--- config.mk ---
export PLATFORM = sky130hd
export DESIGN_NAME = fipr_ctrl
export DESIGN_NICKNAME = d
export VERILOG_FILES = /design/src/rtl/fipr_pkg.sv /design/src/rtl/fipr_rate_timer.sv /design/src/rtl/fipr_status_fmt.sv /design/src/rtl/fipr_ctrl.sv
export SDC_FILE = /design/constraint.sdc
export NUM_CORES = 1
export LEC_CHECK = 0
export ABC_CLOCK_PERIOD_IN_PS = 4570
export BUFFER_PORTS_ARGS = -buffer_cell sky130_fd_sc_hd__clkbuf_2
export CAP_MARGIN = 20
export CORE_MARGIN = 8
export CORE_UTILIZATION = 50
export CTS_CLUSTER_DIAMETER = 40
export DETAILED_ROUTE_END_ITERATION = 16
export GPL_TIMING_DRIVEN = 0
export PLACE_DENSITY = 0.77
export SYNTH_ARGS = -nofsm -noshare
export SYNTH_HDL_FRONTEND = slang
export SYNTH_SLANG_ARGS = --single-unit
--- constraint.sdc ---
create_clock -name mclk -period 4.57 [get_ports mclk]
set_input_delay 0.6855 -clock mclk [delete_from_list [all_inputs] [get_ports mclk]]
set_output_delay 0.6855 -clock mclk [all_outputs]
set_load 0.02 [all_outputs]
--- src/rtl/fipr_pkg.sv ---
// Shared constants for the idle, polling and result status block
package fipr_pkg;
  // ---------------------------------------------------------------
  // Clock and timing
  // ---------------------------------------------------------------
  localparam int MCLK_PERIOD_NS = 50;
  localparam int POLL_TIME_NS = 1000000;    // 1 msec at 500 Kbps
  localparam int PDOWN_TIME_NS = 512000000; // 512 msec at 500 Kbps
  localparam int POLL_CYCLES = POLL_TIME_NS / MCLK_PERIOD_NS;
  localparam int PDOWN_CYCLES = PDOWN_TIME_NS / MCLK_PERIOD_NS;
  localparam int NUM_DRIVES = 4;
  localparam logic [2:0] STEP_LEN = 3'h4;

  // ---------------------------------------------------------------
  // Data rate select and timer weights in tenths of the 500 Kbps rate
  // ---------------------------------------------------------------
  localparam logic [1:0] RATE_500K = 2'h0;
  localparam logic [1:0] RATE_300K = 2'h1;
  localparam logic [1:0] RATE_250K = 2'h2;
  localparam logic [1:0] RATE_1M = 2'h3;
  localparam logic [4:0] WEIGHT_500K = 5'h0A;
  localparam logic [4:0] WEIGHT_300K = 5'h06;
  localparam logic [4:0] WEIGHT_250K = 5'h05;
  localparam logic [4:0] WEIGHT_1M = 5'h14;
  localparam int WEIGHT_UNIT = 10;

  // ---------------------------------------------------------------
  // Host port offsets
  // ---------------------------------------------------------------
  localparam logic [2:0] OFS_MAIN_STATUS = 3'h4;
  localparam logic [2:0] OFS_DATA_PORT = 3'h5;

  // ---------------------------------------------------------------
  // Main status register bits
  // ---------------------------------------------------------------
  localparam int MSR_RQM_BIT = 7;
  localparam int MSR_DIO_BIT = 6;
  localparam int MSR_BUSY_BIT = 4;

  // ---------------------------------------------------------------
  // Interrupt reason codes of status byte 0
  // ---------------------------------------------------------------
  localparam logic [1:0] IC_NORMAL = 2'h0;
  localparam logic [1:0] IC_ABNORMAL = 2'h1;
  localparam logic [1:0] IC_INVALID = 2'h2;
  localparam logic [1:0] IC_READY_CHG = 2'h3;
  localparam logic [1:0] RESULT_LEN_MAX = 2'h3;

  // ---------------------------------------------------------------
  // Controller phases
  // ---------------------------------------------------------------
  typedef enum logic [4:0] {
    PH_IDLE = 5'h01,
    PH_POLL = 5'h02,
    PH_CMD = 5'h04,
    PH_EXEC = 5'h08,
    PH_RESULT = 5'h10
  } fipr_phase_e;
endpackage : fipr_pkg

--- src/rtl/fipr_rate_timer.sv ---
// Rate-scaled interval timer, one tick per scaled period
`timescale 1ns/10ps
`default_nettype none
module fipr_rate_timer #(
  parameter int LIMIT = 20000
) (
  input wire logic mclk,
  input wire logic rst,
  input wire logic run,
  input wire logic [1:0] rateSel,
  output logic tick
);
  // ---------------------------------------------------------------
  // Weighted accumulator
  // ---------------------------------------------------------------
  // Fractional weights avoid a divider per rate
  localparam logic [31:0] TARGET = 32'(LIMIT * fipr_pkg::WEIGHT_UNIT);
  logic [31:0] acc_ff;
  logic [31:0] nxt_acc;
  logic [4:0] weight;
  logic reached;

  assign weight = (rateSel == fipr_pkg::RATE_1M) ? fipr_pkg::WEIGHT_1M :
                  (rateSel == fipr_pkg::RATE_300K) ? fipr_pkg::WEIGHT_300K :
                  (rateSel == fipr_pkg::RATE_250K) ? fipr_pkg::WEIGHT_250K :
                  fipr_pkg::WEIGHT_500K;
  assign nxt_acc = acc_ff + {27'h0, weight};
  assign reached = run && (nxt_acc >= TARGET);
  assign tick = reached;

  always_ff @(posedge mclk) begin
    if (rst || !run || reached) begin
      acc_ff <= 32'h0;
    end else begin
      acc_ff <= nxt_acc;
    end
  end
endmodule : fipr_rate_timer
`default_nettype wire

--- src/rtl/fipr_status_fmt.sv ---
// Packs execution outcome flags into the three result status bytes
`timescale 1ns/10ps
`default_nettype none
module fipr_status_fmt (
  input wire logic [1:0] intReason,
  input wire logic [1:0] driveSel,
  input wire logic headSide,
  input wire logic equipCheck,
  input wire logic seekEnd,
  input wire logic missAddrMark,
  input wire logic writeProtHit,
  input wire logic missingData,
  input wire logic overUnderRun,
  input wire logic crcError,
  input wire logic endOfTrack,
  input wire logic dataMarkMissing,
  input wire logic badTrack,
  input wire logic scanNotSat,
  output logic [7:0] status0,
  output logic [7:0] status1,
  output logic [7:0] status2
);
  // ---------------------------------------------------------------
  // Byte layout
  // ---------------------------------------------------------------
  assign status0 = {intReason, seekEnd, equipCheck, 1'b0, headSide, driveSel};
  assign status1 = {endOfTrack, 1'b0, crcError, overUnderRun, 1'b0, missingData,
                    writeProtHit, missAddrMark};
  // Upper five bits of byte 2 are tied to zero here and read zero
  assign status2 = {5'h00, scanNotSat, badTrack, missAddrMark & dataMarkMissing};
endmodule : fipr_status_fmt
`default_nettype wire

--- src/rtl/fipr_ctrl.sv ---
// Floppy controller idle, drive polling and result status phase control
//
// What this block does
// - Idle after resets: request set, direction clear
// - Opcode enters command phase; completion returns idle
// - Idle polls four drives every scaled millisecond
// - Ready change after reset interrupts for all four drives
// - Polling pass always does stepping and power-down
// - Auto power-down waits scaled 512 ms
// - Opcode during poll holds request until done
// - Result bytes at data port; status always readable
// - Byte 0 low bits: drive, head, zero
// - Byte 0 bit 4: track zero not reached
// - Byte 0 bit 5: seek command completed
// - Byte 0 top bits give interrupt reason
// - Missing address mark and its location
// - Byte 1 bit 1: write protected target
// - Byte 1 bit 2: missing data cases
// - Byte 1 bit 4: overrun or underrun
// - Byte 1 bit 5 CRC; bits 3,6 zero
// - Byte 1 bit 7: end of track
// - Byte 2 bit 1: bad track
// - Byte 2 bit 2: scan not satisfied
`timescale 1ns/10ps
`default_nettype none
module fipr_ctrl #(
  parameter int POLL_CYCLES = fipr_pkg::POLL_CYCLES,
  parameter int PDOWN_CYCLES = fipr_pkg::PDOWN_CYCLES
) (
  input wire logic mclk,
  input wire logic rst,
  input wire logic softReset,
  // Host port
  input wire logic [2:0] hostAddr,
  input wire logic hostRd,
  input wire logic hostWr,
  input wire logic [7:0] hostWrData,
  output logic [7:0] hostRdData,
  output logic intReq,
  // Command engine side
  output logic opcodeValid,
  output logic paramValid,
  output logic [7:0] cmdByte,
  input wire logic cmdBytesDone,
  input wire logic cmdDone,
  input wire logic [1:0] resultLen,
  input wire logic senseIntCmd,
  input wire logic [1:0] intReason,
  input wire logic [1:0] driveSel,
  input wire logic headSide,
  input wire logic seekEnd,
  input wire logic missAddrMark,
  input wire logic writeProtHit,
  input wire logic missingData,
  input wire logic overUnderRun,
  input wire logic crcError,
  input wire logic endOfTrack,
  input wire logic dataMarkMissing,
  input wire logic badTrack,
  input wire logic scanNotSat,
  input wire logic [1:0] rateSel,
  input wire logic pollDisable,
  input wire logic autoPowerDown,
  input wire logic motorOffExpired,
  input wire logic [3:0] stepPending,
  input wire logic [3:0] stepDirIn,
  output logic stepAck,
  // Drive pins
  input wire logic trackZeroInputN,
  output logic stepOut,
  output logic dirOut,
  output logic [1:0] stepDrive,
  output logic powerDown
);
  // ---------------------------------------------------------------
  // Pin synchroniser
  // ---------------------------------------------------------------
  logic trk0Meta_ff;
  logic trk0Sync_ff;

  always_ff @(posedge mclk) begin
    trk0Meta_ff <= trackZeroInputN;
    trk0Sync_ff <= trk0Meta_ff;
  end

  // ---------------------------------------------------------------
  // Phase machine state
  // ---------------------------------------------------------------
  fipr_pkg::fipr_phase_e phase_ff;
  fipr_pkg::fipr_phase_e nxt_phase;
  logic anyReset;
  logic dataWr;
  logic dataRd;
  logic pollTick;
  logic pollDone;
  logic lastResult;
  logic holdParam_ff;
  logic [1:0] pollIdx_ff;
  logic [1:0] resIdx_ff;
  logic [1:0] resLen_ff;
  logic [2:0] stepCnt_ff;
  logic [7:0] cmdByte_ff;
  logic [7:0] st0_ff;
  logic [7:0] st1_ff;
  logic [7:0] st2_ff;
  logic [7:0] fmt0;
  logic [7:0] fmt1;
  logic [7:0] fmt2;
  logic [3:0] readyChg_ff;
  logic armChg_ff;
  logic intReq_ff;
  logic trk0Seen_ff;
  logic pdRun;
  logic pdTick;
  logic pdown_ff;
  logic stepOut_ff;
  logic dirOut_ff;
  logic [1:0] stepDrive_ff;
  logic [7:0] rdData_ff;
  logic [7:0] mainStatus;
  logic [7:0] resultByte;
  logic [1:0] chgDrive;
  logic chgAny;
  logic senseChg;
  logic stepNow;

  assign anyReset = rst || softReset;
  assign dataWr = hostWr && (hostAddr == fipr_pkg::OFS_DATA_PORT);
  assign dataRd = hostRd && (hostAddr == fipr_pkg::OFS_DATA_PORT);
  assign pollDone = (phase_ff == fipr_pkg::PH_POLL) && (pollIdx_ff == 2'h3)
                    && (stepCnt_ff == 3'h0);
  assign lastResult = dataRd && (resIdx_ff == resLen_ff - 2'h1);

  // ---------------------------------------------------------------
  // Timers
  // ---------------------------------------------------------------
  // Poll timer only counts in idle, so command traffic restarts the interval
  fipr_rate_timer #(
    .LIMIT(POLL_CYCLES)
  ) u_poll_timer (
    .mclk(mclk),
    .rst(anyReset),
    .run(phase_ff == fipr_pkg::PH_IDLE),
    .rateSel(rateSel),
    .tick(pollTick)
  );

  assign pdRun = autoPowerDown && motorOffExpired && !pdown_ff
                 && (phase_ff == fipr_pkg::PH_IDLE || phase_ff == fipr_pkg::PH_POLL);

  fipr_rate_timer #(
    .LIMIT(PDOWN_CYCLES)
  ) u_pdown_timer (
    .mclk(mclk),
    .rst(anyReset),
    .run(pdRun),
    .rateSel(rateSel),
    .tick(pdTick)
  );

  // ---------------------------------------------------------------
  // Next phase
  // ---------------------------------------------------------------
  always_comb begin
    nxt_phase = phase_ff;
    case (phase_ff)
      fipr_pkg::PH_IDLE: begin
        if (dataWr) begin
          nxt_phase = fipr_pkg::PH_CMD;
        end else if (pollTick) begin
          nxt_phase = fipr_pkg::PH_POLL;
        end
      end
      fipr_pkg::PH_POLL: begin
        if (pollDone) begin
          nxt_phase = holdParam_ff ? fipr_pkg::PH_CMD : fipr_pkg::PH_IDLE;
        end
      end
      fipr_pkg::PH_CMD: begin
        if (cmdBytesDone) begin
          nxt_phase = fipr_pkg::PH_EXEC;
        end
      end
      fipr_pkg::PH_EXEC: begin
        if (cmdDone) begin
          nxt_phase = (resultLen == 2'h0) ? fipr_pkg::PH_IDLE : fipr_pkg::PH_RESULT;
        end
      end
      fipr_pkg::PH_RESULT: begin
        if (lastResult) begin
          nxt_phase = fipr_pkg::PH_IDLE;
        end
      end
      default: begin
        nxt_phase = fipr_pkg::PH_IDLE;
      end
    endcase
  end

  always_ff @(posedge mclk) begin
    if (anyReset) begin
      phase_ff <= fipr_pkg::PH_IDLE;
    end else begin
      phase_ff <= nxt_phase;
    end
  end

  // ---------------------------------------------------------------
  // Command byte capture
  // ---------------------------------------------------------------
  // Opcode seen mid-poll is parked until the pass finishes
  always_ff @(posedge mclk) begin
    if (anyReset) begin
      holdParam_ff <= 1'b0;
      cmdByte_ff <= 8'h00;
    end else begin
      if (phase_ff == fipr_pkg::PH_POLL && dataWr) begin
        holdParam_ff <= 1'b1;
      end else if (pollDone) begin
        holdParam_ff <= 1'b0;
      end
      if (dataWr) begin
        cmdByte_ff <= hostWrData;
      end
    end
  end

  assign opcodeValid = dataWr && (phase_ff == fipr_pkg::PH_IDLE
                                  || (phase_ff == fipr_pkg::PH_POLL && !holdParam_ff));
  assign paramValid = dataWr && (phase_ff == fipr_pkg::PH_CMD);
  assign cmdByte = cmdByte_ff;

  // ---------------------------------------------------------------
  // Polling pass: drive scan and stepping
  // ---------------------------------------------------------------
  // One drive per visit; a step pulse stretches that visit, except on drive 3, where the pass ends in the step's first cycle
  assign stepNow = (phase_ff == fipr_pkg::PH_POLL) && (stepCnt_ff == 3'h0)
                   && stepPending[pollIdx_ff] && !stepOut_ff;

  always_ff @(posedge mclk) begin
    if (anyReset || phase_ff != fipr_pkg::PH_POLL) begin
      pollIdx_ff <= 2'h0;
      stepCnt_ff <= 3'h0;
      stepOut_ff <= 1'b0;
    end else if (stepNow) begin
      stepCnt_ff <= fipr_pkg::STEP_LEN;
      stepOut_ff <= 1'b1;
    end else if (stepCnt_ff != 3'h0) begin
      stepCnt_ff <= stepCnt_ff - 3'h1;
      stepOut_ff <= (stepCnt_ff != 3'h1);
    end else if (pollIdx_ff != 2'h3) begin
      pollIdx_ff <= pollIdx_ff + 2'h1;
    end
  end

  always_ff @(posedge mclk) begin
    if (anyReset) begin
      dirOut_ff <= 1'b0;
      stepDrive_ff <= 2'h0;
    end else if (stepNow) begin
      dirOut_ff <= stepDirIn[pollIdx_ff];
      stepDrive_ff <= pollIdx_ff;
    end
  end

  assign stepAck = stepNow;
  assign stepOut = stepOut_ff;
  assign dirOut = dirOut_ff;
  assign stepDrive = stepDrive_ff;

  // ---------------------------------------------------------------
  // Ready change flags
  // ---------------------------------------------------------------
  // Armed by reset only; the first polling pass raises all four
  assign chgAny = |readyChg_ff;
  assign chgDrive = readyChg_ff[0] ? 2'h0 : readyChg_ff[1] ? 2'h1 :
                    readyChg_ff[2] ? 2'h2 : 2'h3;
  assign senseChg = cmdDone && senseIntCmd && chgAny;

  genvar d;
  generate
    for (d = 0; d < fipr_pkg::NUM_DRIVES; d++) begin : g_chg
      always_ff @(posedge mclk) begin
        if (anyReset) begin
          readyChg_ff[d] <= 1'b0;
        end else if (armChg_ff && !pollDisable && pollDone) begin
          readyChg_ff[d] <= 1'b1;
        end else if (senseChg && chgDrive == 2'(d)) begin
          readyChg_ff[d] <= 1'b0;
        end
      end
    end
  endgenerate

  always_ff @(posedge mclk) begin
    if (anyReset) begin
      armChg_ff <= 1'b1;
      intReq_ff <= 1'b0;
    end else begin
      if (pollDone) begin
        armChg_ff <= 1'b0;
      end
      if (armChg_ff && !pollDisable && pollDone) begin
        intReq_ff <= 1'b1;
      end else if (phase_ff == fipr_pkg::PH_EXEC && cmdDone && resultLen != 2'h0) begin
        intReq_ff <= 1'b1;
      end else if (dataRd || dataWr) begin
        intReq_ff <= 1'b0;
      end
    end
  end

  assign intReq = intReq_ff;

  // ---------------------------------------------------------------
  // Track zero seen during execution
  // ---------------------------------------------------------------
  always_ff @(posedge mclk) begin
    if (anyReset || opcodeValid) begin
      trk0Seen_ff <= 1'b0;
    end else if (phase_ff == fipr_pkg::PH_EXEC && !trk0Sync_ff) begin
      trk0Seen_ff <= 1'b1;
    end
  end

  // ---------------------------------------------------------------
  // Result bytes
  // ---------------------------------------------------------------
  fipr_status_fmt u_fmt (
    .intReason(senseChg ? fipr_pkg::IC_READY_CHG : intReason),
    .driveSel(senseChg ? chgDrive : driveSel),
    .headSide(senseChg ? 1'b0 : headSide),
    .equipCheck(!senseChg && seekEnd && !trk0Seen_ff),
    .seekEnd(!senseChg && seekEnd),
    .missAddrMark(missAddrMark),
    .writeProtHit(writeProtHit),
    .missingData(missingData),
    .overUnderRun(overUnderRun),
    .crcError(crcError),
    .endOfTrack(endOfTrack),
    .dataMarkMissing(dataMarkMissing),
    .badTrack(badTrack),
    .scanNotSat(scanNotSat),
    .status0(fmt0),
    .status1(fmt1),
    .status2(fmt2)
  );

  always_ff @(posedge mclk) begin
    if (anyReset) begin
      st0_ff <= 8'h00;
      st1_ff <= 8'h00;
      st2_ff <= 8'h00;
      resLen_ff <= 2'h0;
      resIdx_ff <= 2'h0;
    end else if (phase_ff == fipr_pkg::PH_EXEC && cmdDone) begin
      st0_ff <= fmt0;
      st1_ff <= fmt1;
      st2_ff <= fmt2;
      resLen_ff <= (resultLen > fipr_pkg::RESULT_LEN_MAX) ? fipr_pkg::RESULT_LEN_MAX : resultLen;
      resIdx_ff <= 2'h0;
    end else if (phase_ff == fipr_pkg::PH_RESULT && dataRd) begin
      resIdx_ff <= resIdx_ff + 2'h1;
    end
  end

  // ---------------------------------------------------------------
  // Power-down
  // ---------------------------------------------------------------
  // Any host access counts as recovery; the controller then sits idle
  always_ff @(posedge mclk) begin
    if (anyReset || hostRd || hostWr) begin
      pdown_ff <= 1'b0;
    end else if (pdTick) begin
      pdown_ff <= 1'b1;
    end
  end

  assign powerDown = pdown_ff;

  // ---------------------------------------------------------------
  // Host read path
  // ---------------------------------------------------------------
  assign mainStatus[fipr_pkg::MSR_RQM_BIT] = (phase_ff == fipr_pkg::PH_IDLE)
                                             || (phase_ff == fipr_pkg::PH_CMD)
                                             || (phase_ff == fipr_pkg::PH_RESULT);
  assign mainStatus[fipr_pkg::MSR_DIO_BIT] = (phase_ff == fipr_pkg::PH_RESULT);
  assign mainStatus[5] = 1'b0;
  assign mainStatus[fipr_pkg::MSR_BUSY_BIT] = (phase_ff == fipr_pkg::PH_CMD)
                                              || (phase_ff == fipr_pkg::PH_EXEC)
                                              || (phase_ff == fipr_pkg::PH_RESULT)
                                              || holdParam_ff;
  assign mainStatus[3:0] = readyChg_ff;

  assign resultByte = (resIdx_ff == 2'h0) ? st0_ff :
                      (resIdx_ff == 2'h1) ? st1_ff : st2_ff;

  // Result bytes only leave the data port in the result phase
  always_ff @(posedge mclk) begin
    if (anyReset) begin
      rdData_ff <= 8'h00;
    end else if (hostRd && hostAddr == fipr_pkg::OFS_MAIN_STATUS) begin
      rdData_ff <= mainStatus;
    end else if (dataRd && phase_ff == fipr_pkg::PH_RESULT) begin
      rdData_ff <= resultByte;
    end else if (hostRd) begin
      rdData_ff <= 8'h00;
    end
  end

  assign hostRdData = rdData_ff;
endmodule : fipr_ctrl
`default_nettype wire

==> results of run 1 <==
[cell usage after synthesis (all sizes together), types with 10 or more instances]
| master | count |
|---|---|
| dfxtp | 125 |
| nand4 | 16 |
| a21oi | 44 |
| ha | 17 |
| mux2i | 11 |
| xnor2 | 16 |
| nand2 | 90 |
| xor2 | 24 |
| clkbuf | 21 |
| nor3 | 34 |
| and2 | 10 |
| o21ai | 26 |
| nor2 | 80 |
| nand3 | 35 |
| inv | 20 |
[path summary, 6_finish.rpt]
kind / startpoint / endpoint / depth (start not counted)
setup / recovery: rateSel[1] / u_poll_timer.acc_ff[16] / 15
hold / removal: trk0Meta_ff / trk0Sync_ff / 0
setup reg to reg: u_poll_timer.acc_ff[0] / u_poll_timer.acc_ff[16] / 12
hold reg to reg: trk0Meta_ff / trk0Sync_ff / 0
[power by group]
group | switching [mW] | internal [mW]
sequential | 0.00880 | 1.10
combinational | 0.0573 | 0.0391
clock | 0.499 | 0.929
total | 0.565 | 2.07
[cells by family after synthesis]
family                     share of synthesized area, %
AOI/OAI and AO/OA                                  15.0
xor gates and xnor gates                           5.64
adders and majority gates                          4.07
buffers and inverters                              3.44
DFF                                                40.3
muxes                                              2.86
other                                            0.0603
and+or+nand+nor                                    28.7
[placed cells by master, fill, tap and decap left out, types with 8 or more instances in the layout]
master | synthesis | final
nor2_1 | 59 | 59
clkbuf_16 | 0 | 17
xor2_1 | 24 | 24
mux2i_1 | 11 | 11
nand3_1 | 35 | 35
clkbuf_1 | 21 | 22
ha_1 | 17 | 17
nor2_4 | 18 | 18
dfxtp_1 | 125 | 125
conb_1 | 1 | 19
nor2b_1 | 8 | 8
inv_1 | 20 | 20
a21oi_1 | 44 | 44
nand2_1 | 90 | 90
xnor2_1 | 16 | 16
nor3_1 | 34 | 34
clkbuf_2 | 0 | 74
nand4_1 | 13 | 13
o21ai_0 | 26 | 26
and2_1 | 9 | 9
[routing by layer]
| metal | up-vias | share of wire [%] | GRT usage [%] | routed length, um |
|---|---|---|---|---|
| met4 | 0 | 1.7 | 7.00 | 240 |
| met2 | 130 | 47 | 29.5 | 6630 |
| met1 | 2519 | 45 | 21.7 | 6390 |
| li1 | 2766 | - | - | - |
| met3 | 25 | 6.0 | 5.74 | 840 |
| met5 | - | 0 | 0 | 0 |
[stage by stage]
stage          worst slack (ns)  instances  area (um2)  hold WS, ns
6_report                  0.644       1006        7500        0.325
5_1_grt                   0.304       1006        7500        0.329
4_1_cts                   0.626       1006        7500        0.325
3_5_place_dp              0.224        974        6860        0.312
3_3_place_gp              0.262        974        6860        0.312
2_1_floorplan             0.956        732        6280        0.310
[cell type report]
| type | instances | area (um2) | share of cell area (%) |
|---|---|---|---|
| plain buffers | 26 | 139 | 1.85 |
| inverters | 20 | 75.1 | 1.00 |
| multi-input cells | 561 | 3570 | 47.6 |
| flip-flops and latches | 125 | 2500 | 33.4 |
| clock buffers | 19 | 443 | 5.91 |
| repair buffers | 74 | 370 | 4.94 |
| well taps | 168 | 210 | 2.80 |
| clock inverters | 13 | 189 | 2.52 |
[critical path, delay by kind of cell]
kind | cells | cell delay (ns)
simple gates | 5 | 1.27
mux | 1 | 0.38
buf+inv | 4 | 0.55
compound gates | 3 | 0.78
fa+ha+maj | 2 | 0.58
[flip-flops by register name (all words and copies together), names as in the netlist, 2 cells and up]
register,cells
hostRdData,8
u_pdown_timer.acc_ff,32
st0_ff,7
u_poll_timer.acc_ff,32
resLen_ff,2
stepCnt_ff,3
phase_ff,5
stepDrive,2
mainStatus,4
pollIdx_ff,2
resIdx_ff,2
cmdByte,8
st1_ff,6
st2_ff,3
==> load_flow_metrics.sql, run 1 <==
INSERT INTO impl_metrics (metric_group, metric, value, unit) VALUES
('finish', 'finalNetCount', '894', ''),
('placement', 'place.detailed.hpwl', '10.2', 'mm'),
('timing', 'final.setup_skew', '0.00826', 'ns'),
('yosys', 'syn_area', '6220', 'um2'),
('setup_path', 'crit_path_end_kind', 'register', ''),
('cts', 'cts_hold_buffers', '0', ''),
('yosys', 'yosys_most_used_dff', 'dfxtp_1', ''),
('yosys', 'post_synth_inst_count', '714', ''),
('cts', 'cts-resized-gates', '0', ''),
('placement', 'port-buffer-count', '74', ''),
('route', 'post-route-drc-count', '0', ''),
('yosys', 'netlist.area_leader.share', '40.3', '%'),
('power_and_ir_drop', 'leakage', '2.78', 'nW'),
('yosys', 'seq_area_frac_synth', '40.3', '%'),
('die', 'core_area', '12100', 'um2'),
('finish', 'syn2layout_area_growth', '20.6', '%'),
('finish', 'diodes', '0', ''),
('setup_path', 'cp_slowest_stage_delay', '0.38', 'ns'),
('setup_path', 'critPathKind', 'in -> reg', ''),
('yosys', 'avgSynthCellArea', '8.71', 'um2'),
('global_route', 'first_global_vias', '5160', ''),
('setup_path', 'critical-path-slowest-cell', 'fa_1', ''),
('yosys', 'yosys_warnings', '0', ''),
('cts', 'cts_post_setup_buffers_inserted', '0', ''),
('setup_path', 'required', '4.89', 'ns'),
('timing', 'final_max_slew_viol_count', '0', ''),
('route', 'vias_per_cell', '5.41', ''),
('timing', 'max_slew.worst_pin.slew', '0.910', 'ns'),
('yosys', 'ys_async_sr_fraction', '0', '%'),
('global_route', 'global_route.overflow_total', '0', ''),
('die', 'fp.dieW', '128', 'um'),
('finish', 'final_core_utilization', '62.1', '%'),
('timing', 'period_minus_slack', '3.93', 'ns'),
('timing', 'setup_tns', '0', 'ns'),
('cts', 'worstSkewPairLatency', '0.42', 'ns'),
('cts', 'tritoncts_num_sinks', '125', ''),
('setup_path', 'timing.critical_path.from_type', 'input port', ''),
('setup_path', 'critical_path.max_fanout', '10', ''),
('global_route', 'grt_pass1_wl', '24.1', 'mm'),
('route', 'detailedRoute.firstIterationViolations', '467', ''),
('cts', 'root_buffer', 'clkbuf_16', ''),
('yosys', 'number_of_enable_flip_flop_cells_after_synthesis', '0', ''),
('timing', 'grt_setup_unrepaired', 'no', ''),
('power_and_ir_drop', 'power.density_cell_area', '352', 'nW/um2'),
('timing', 'maxSlewHeadroom', '39.1', '%'),
('power_and_ir_drop', 'ir_drop', '0.272', 'mV'),
('route', 'ant_nets', '0', ''),
('finish', 'n_fill_cell', '1030', ''),
('yosys', 'synthTopCellsByArea', 'dfxtp_1, nand2_1, nor2_1, a21oi_1, ha_1', ''),
('cts', 'cts_tree', 'yes', ''),
('die', 'design.die.area', '16300', 'um2'),
('die', 'rows', '40', ''),
('finish', 'post_route_cells_drive_above_1_share', '18.0', '%'),
('die', 'floorplan.initialDensity', '51.5', '%'),
('run', 'cap_viol_max_count', '0', ''),
('setup_path', 'r2r_slack', '1.04', 'ns'),
('route', 'drt-pass1-iter-count', '5', ''),
('die', 'design.portCount', '75', ''),
('yosys', 'synth_area_leader_cell', 'dfxtp_1', ''),
('status', 'outcome', 'completed', ''),
('global_route', 'antenna_violations_before_repair', '0', ''),
('global_route', 'groute.usage.overall', '18.1', '%'),
('timing', 'max_clock_freq', '255', 'MHz'),
('route', 'detailed_route_via_count', '5440', ''),
('yosys', 'synth_cell_types', '73', ''),
('global_route', 'grt_start_max_net_pins', '17', ''),
('min_path', 'path_class_of_the_lowest_slack_min_delay_path', 'reg -> reg', ''),
('power_and_ir_drop', 'power', '2.64', 'mW'),
('timing', 'period_share', '85.9', '%'),
('route', 'wl_per_cell', '14.0', 'um'),
('die', 'floorplan.die.height', '128', 'um'),
('cts', 'cts_buffers', '17', ''),
('timing', 'finalHoldViolations', '0', ''),
('setup_path', 'critPathArrivalTime', '4.25', 'ns'),
('route', 'finalWirelength', '14.1', 'mm'),
('cts', 'htree_levels', '4', ''),
('timing', 'setup_viols_final', '0', ''),
('placement', 'gpl.final_weighted_congestion', '0.840', ''),
('cts', 'buffer_levels_on_the_longest_clock_path', '2', ''),
('setup_path', 'timing.critical_path.cells', 'clkbuf_2 -> inv_1 -> nor2_1 -> ha_1 -> inv_1 -> fa_1 -> nor2b_1 -> o31a_1 -> nor2_1 -> nor3_1 -> mux2_2 -> o21ai_0 -> nand4_2 -> buf_2 -> a211oi_1', ''),
('cts', 'cts.reportedPaths.clkPinSlew', '0.06', 'ns'),
('yosys', 'synth-seq-cells', '125', '');
Power figures use the tool's default switching activity.
==> inputs of run 2 (changes only) <==
- RECOVER_POWER: unset -> 100
==> load_flow_metrics.sql, run 2 (synthesis gave the netlist of run 1 again) <==
INSERT INTO impl_metrics (metric_group, metric, value, unit) VALUES
('setup_path', 'crit_path_end_kind', 'register', ''),
('placement', 'place.detailed.hpwl', '10.2', 'mm'),
('route', 'post-route-drc-count', '0', ''),
('cts', 'htree_levels', '4', ''),
('cts', 'cts-resized-gates', '0', ''),
('timing', 'maxSlewHeadroom', '36.9', '%'),
('min_path', 'path_class_of_the_lowest_slack_min_delay_path', 'reg -> reg', ''),
('setup_path', 'required', '4.87', 'ns'),
('power_and_ir_drop', 'ir_drop', '0.271', 'mV'),
('cts', 'cts_buffers', '17', ''),
('global_route', 'antenna_violations_before_repair', '0', ''),
('placement', 'detailedPlace.worstSlack', '0.224', 'ns'),
('cts', 'tritoncts_num_sinks', '125', ''),
('finish', 'leading_cell_types_in_the_layout_fill_and_taps_excluded', 'dfxtp_1, nand2_1, nor2_1', ''),
('cts', 'root_buffer', 'clkbuf_16', ''),
('global_route', 'grt_start_max_net_pins', '17', ''),
('cts', 'buffer_levels_on_the_longest_clock_path', '2', ''),
('die', 'floorplan.initialDensity', '51.5', '%'),
('finish', 'n_fill_cell', '1069', ''),
('die', 'fp.dieW', '128', 'um'),
('route', 'detailedRoute.firstIterationViolations', '425', ''),
('timing', 'finalHoldViolations', '0', ''),
('finish', 'finalNetCount', '894', ''),
('timing', 'final.setup_skew', '0.00796', 'ns'),
('cts', 'cts_hold_buffers', '0', ''),
('route', 'detailed_route_via_count', '5395', ''),
('setup_path', 'critical_path.max_fanout', '10', ''),
('finish', 'diodes', '0', ''),
('route', 'wl_per_cell', '14.0', 'um'),
('placement', 'port-buffer-count', '74', ''),
('die', 'core_area', '12100', 'um2'),
('run', 'cap_viol_max_count', '0', ''),
('finish', 'regs_by_ff_count', 'u_pdown_timer.acc_ff (32), u_poll_timer.acc_ff (32)', ''),
('route', 'ant_nets', '0', ''),
('global_route', 'grt_pass1_wl', '24.1', 'mm'),
('die', 'design.die.area', '16300', 'um2'),
('setup_path', 'critPathKind', 'in -> reg', ''),
('die', 'rows', '40', ''),
('timing', 'max_clock_freq', '248', 'MHz'),
('global_route', 'global_route.overflow_total', '0', ''),
('cts', 'worstSkewPairLatency', '0.42', 'ns'),
('timing', 'period_share', '88.1', '%'),
('finish', 'post_route_cells_drive_above_1_share', '12.8', '%'),
('power_and_ir_drop', 'leakage', '2.68', 'nW'),
('setup_path', 'critPathArrivalTime', '4.33', 'ns'),
('setup_path', 'timing.critical_path.from_type', 'input port', ''),
('die', 'design.portCount', '75', ''),
('timing', 'setup_viols_final', '0', ''),
('status', 'outcome', 'completed', ''),
('global_route', 'first_global_vias', '5160', ''),
('placement', 'gpl.final_weighted_congestion', '0.840', ''),
('die', 'floorplan.die.height', '128', 'um'),
('timing', 'period_minus_slack', '4.03', 'ns'),
('finish', 'syn2layout_area_growth', '18.0', '%'),
('timing', 'setup_tns', '0', 'ns'),
('power_and_ir_drop', 'power.density_cell_area', '359', 'nW/um2'),
('finish', 'final_common_cell', 'dfxtp_1', ''),
('timing', 'grt_setup_unrepaired', 'no', ''),
('route', 'finalWirelength', '14.1', 'mm'),
('cts', 'cts_post_setup_buffers_inserted', '0', ''),
('timing', 'max_slew.worst_pin.slew', '0.944', 'ns'),
('timing', 'final_max_slew_viol_count', '0', ''),
('cts', 'cts.reportedPaths.clkPinSlew', '0.05', 'ns'),
('global_route', 'groute.usage.overall', '18.1', '%'),
('timing', 'final_worst_setup_slack', '0.544', 'ns'),
('route', 'vias_per_cell', '5.36', ''),
('cts', 'cts_tree', 'yes', ''),
('route', 'drt-pass1-iter-count', '5', '');
run 2: critical path, cell delays in order:
cell	delay, ns
clkbuf_1	0.13
inv_1	0.13
nor2_1	0.20
ha_1	0.22
fa_1	0.24
a211oi_1	0.11
o21bai_1	0.69
mux2i_1	0.27
a2bb2oi_1	0.32
nor4_1	0.13
o31ai_1	0.29
or4_1	0.16
clkbuf_1	0.49
buf_12	0.22
nor2_1	0.05
run 2: layer usage:
metal	share of wire, %	vias to the layer above	GRT usage [%]	wire, um
li1	-	2762	-	-
met1	46	2494	21.7	6530
met2	47	118	29.5	6610
met3	5.5	21	5.74	775
met4	1.5	0	7.00	219
met5	0	-	0	0
run 2: worst paths after layout:
path,from,endpoint,slack [ns],cells past startpoint
max,rateSel[1],u_pdown_timer.acc_ff[24],0.54,15
max reg2reg,u_pdown_timer.acc_ff[0],u_pdown_timer.acc_ff[24],0.89,12
min reg2reg,trk0Meta_ff,trk0Sync_ff,0.33,0
min,trk0Meta_ff,trk0Sync_ff,0.33,0
run 2: metrics by stage:
stage          cell area, um2  hold WS (ns)  std cells  util (%)  total power [mW]
2_1_floorplan            6280         0.310        732         -              1.19
3_3_place_gp             6860         0.312        974      56.9              1.23
3_5_place_dp             6860         0.312        974      56.9              1.23
4_1_cts                  7500         0.325       1006      62.1              2.65
5_1_grt                  7340         0.329       1006      60.8              2.71
6_report                 7340         0.325       1006      60.8              2.64
run 2: final cells by class:
| cell class | count | area, um2 | share of cell area (%) |
|---|---|---|---|
| plain buffers | 26 | 131 | 1.79 |
| clock buffers | 19 | 443 | 6.04 |
| flip-flops and latches | 125 | 2500 | 34.1 |
| repair buffers | 74 | 338 | 4.61 |
| inverters | 20 | 75.1 | 1.02 |
| clock inverters | 13 | 189 | 2.58 |
| multi-input cells | 561 | 3450 | 47.0 |
| well taps | 168 | 210 | 2.87 |
run 2: power by group:
part / leakage, nW / total [mW] / switching (mW) / internal, mW
clock: 0.292 / 1.43 / 0.499 / 0.929
combinational: 1.37 / 0.0958 / 0.0572 / 0.0386
sequential: 1.02 / 1.11 / 0.00879 / 1.10
total: 2.68 / 2.64 / 0.565 / 2.07
==> inputs of run 3 (changes only) <==
- PLACE_DENSITY: 0.77 -> unset
- PLACE_DENSITY_LB_ADDON: unset -> 0.1
==> load_flow_metrics.sql, run 3 (synthesis gave the netlist of run 1 again) <==
INSERT INTO impl_metrics (metric_group, metric, value, unit) VALUES
('placement', 'dpl_cell_area', '6860', 'um2'),
('finish', 'n_fill_cell', '1098', ''),
('setup_path', 'reg2reg_depth', '12', ''),
('route', 'detailedRoute.firstIterationViolations', '399', ''),
('global_route', 'groute.usage.overall', '18.9', '%'),
('global_route', 'first_global_vias', '5468', ''),
('die', 'core_area', '12100', 'um2'),
('global_route', 'grt_start_max_net_pins', '17', ''),
('die', 'design.portCount', '75', ''),
('setup_path', 'timing.critical_path.from_type', 'input port', ''),
('power_and_ir_drop', 'leakage', '2.68', 'nW'),
('global_route', 'global_route.overflow_total', '0', ''),
('setup_path', 'cp_slowest_stage_delay', '0.47', 'ns'),
('finish', 'final_common_cell', 'dfxtp_1', ''),
('cts', 'root_buffer', 'clkbuf_16', ''),
('cts', 'buffer_levels_on_the_longest_clock_path', '2', ''),
('timing', 'maxSlewHeadroom', '38.5', '%'),
('setup_path', 'worst_path_top_cell_family_by_delay', 'compound AO/OA/AOI/OAI gates', ''),
('placement', 'place.detailed.hpwl', '10.8', 'mm'),
('timing', 'period_share', '89.5', '%'),
('finish', 'finalNetCount', '894', ''),
('cts', 'worstSkewPairLatency', '0.42', 'ns'),
('timing', 'period_minus_slack', '4.09', 'ns'),
('global_route', 'grt_pass1_wl', '25.1', 'mm'),
('global_route', 'antenna_violations_before_repair', '0', ''),
('timing', 'final_worst_setup_slack', '0.482', 'ns'),
('power_and_ir_drop', 'power.density_cell_area', '354', 'nW/um2'),
('setup_path', 'required', '4.92', 'ns'),
('finish', 'final_core_utilization', '61.2', '%'),
('run', 'cap_viol_max_count', '0', ''),
('cts', 'cts.reportedPaths.clkPinSlew', '0.05', 'ns'),
('finish', 'diodes', '0', ''),
('setup_path', 'worst_setup_path_startpoint', 'rateSel[1]', ''),
('finish', 'regs_by_ff_count', 'u_pdown_timer.acc_ff (32), u_poll_timer.acc_ff (32)', ''),
('route', 'finalWirelength', '14.8', 'mm'),
('die', 'floorplan.die.height', '128', 'um'),
('setup_path', 'r2r_slack', '0.81', 'ns'),
('placement', 'placed_cells_incl_taps', '974', ''),
('timing', 'final_max_slew_viol_count', '0', ''),
('finish', 'post_route_cells_drive_above_1_share', '13.7', '%'),
('setup_path', 'critical_path.max_fanout', '10', ''),
('timing', 'max_clock_freq', '245', 'MHz'),
('setup_path', 'crit_path_end_kind', 'register', ''),
('setup_path', 'worst_r2r_startpoint', 'u_pdown_timer.acc_ff[0]', ''),
('setup_path', 'crit_buf_inv', '4', ''),
('setup_path', 'critical-path-slowest-cell', 'a2111oi_0', ''),
('cts', 'cts_post_setup_buffers_inserted', '0', ''),
('setup_path', 'timing.critical_path.to', 'u_pdown_timer.acc_ff[20]', ''),
('timing', 'max_slew.worst_pin.slew', '0.919', 'ns'),
('cts', 'htree_levels', '4', ''),
('route', 'wl_per_cell', '14.7', 'um'),
('die', 'rows', '40', ''),
('cts', 'cts_buffers', '17', ''),
('route', 'drt-pass1-iter-count', '5', ''),
('timing', 'timing.hold.ws', '0.327', 'ns'),
('route', 'vias_per_cell', '5.46', ''),
('die', 'floorplan.initialDensity', '51.5', '%'),
('min_path', 'path_class_of_the_lowest_slack_min_delay_path', 'reg -> reg', ''),
('timing', 'final.setup_skew', '0.00812', 'ns'),
('finish', 'finalInstanceArea', '7380', 'um2'),
('cts', 'tritoncts_num_sinks', '125', ''),
('route', 'post-route-drc-count', '0', ''),
('setup_path', 'critPathArrivalTime', '4.44', 'ns'),
('timing', 'grt_setup_unrepaired', 'no', ''),
('setup_path', 'critPathKind', 'in -> reg', ''),
('power_and_ir_drop', 'ir_drop', '0.248', 'mV'),
('min_path', 'holdCritStartpoint', 'trk0Meta_ff', ''),
('finish', 'final_cells', '1005', ''),
('cts', 'cts_tree', 'yes', ''),
('placement', 'port-buffer-count', '74', ''),
('cts', 'cts_hold_buffers', '0', ''),
('finish', 'leading_cell_types_in_the_layout_fill_and_taps_excluded', 'dfxtp_1, nand2_1, nor2_1', ''),
('setup_path', 'timing.critical_path.cells', 'clkbuf_1 -> inv_1 -> nor2_1 -> ha_1 -> fa_1 -> a211oi_1 -> o21bai_1 -> mux2i_1 -> a2bb2oi_1 -> a2111oi_0 -> o31ai_1 -> or4_1 -> buf_6 -> buf_2 -> nor2_4', ''),
('status', 'outcome', 'completed', ''),
('timing', 'setup_tns', '0', 'ns'),
('timing', 'setup_viols_final', '0', ''),
('placement', 'gpl.final_weighted_congestion', '0.888', ''),
('die', 'fp.dieW', '128', 'um'),
('setup_path', 'r2r_end', 'u_pdown_timer.acc_ff[20]', ''),
('route', 'ant_nets', '0', ''),
('die', 'design.die.area', '16300', 'um2'),
('setup_path', 'cp.depth', '15', ''),
('cts', 'cts-resized-gates', '0', ''),
('timing', 'finalHoldViolations', '0', ''),
('placement', 'detailedPlace.worstSlack', '0.212', 'ns'),
('route', 'detailed_route_via_count', '5492', ''),
('finish', 'syn2layout_area_growth', '18.7', '%'),
('power_and_ir_drop', 'power', '2.61', 'mW');
run 3: changes by cell type in the layout (fill, tap and decap cells not counted), sizes merged:
cell,before,now
buf,3,2
bufinv,4,3
clkbuf,116,123
clkinv,2,3
clkinvlp,5,0
inv,22,20
run 3: how the worst min path moves through the flow:
| stage | cells past startpoint | to |
|---|---|---|
| CTS | 0 | trk0Sync_ff |
| global placement | 0 | trk0Sync_ff |
| detailed placement | 0 | trk0Sync_ff |
| finish | 0 | trk0Sync_ff |
| floorplan | 0 | trk0Sync_ff |
| global route | 0 | trk0Sync_ff |
run 3: area by class of cell:
class                   instances  area (um2)  share of cell area (%)
repair buffers                 74         335                    4.54
flip-flops and latches        125        2500                    33.9
well taps                     168         210                    2.85
inverters                      20        75.1                    1.02
plain buffers                  26         111                    1.51
multi-input cells             561        3530                    47.8
clock buffers                  25         515                    6.98
clock inverters                 6         105                    1.42
run 3: power by group:
group | total (mW) | internal (mW) | leakage, nW | switching, mW
clock network | 1.41 | 0.939 | 0.309 | 0.467
registers | 1.11 | 1.10 | 1.02 | 0.00901
logic | 0.0958 | 0.0383 | 1.36 | 0.0575
total | 2.61 | 2.08 | 2.68 | 0.533
run 3: layer usage:
metal / global-route usage, % / wire length [um]
met5: 0 / 0
met4: 7.84 / 252
met3: 5.78 / 817
met2: 31.1 / 7100
met1: 22.3 / 6610
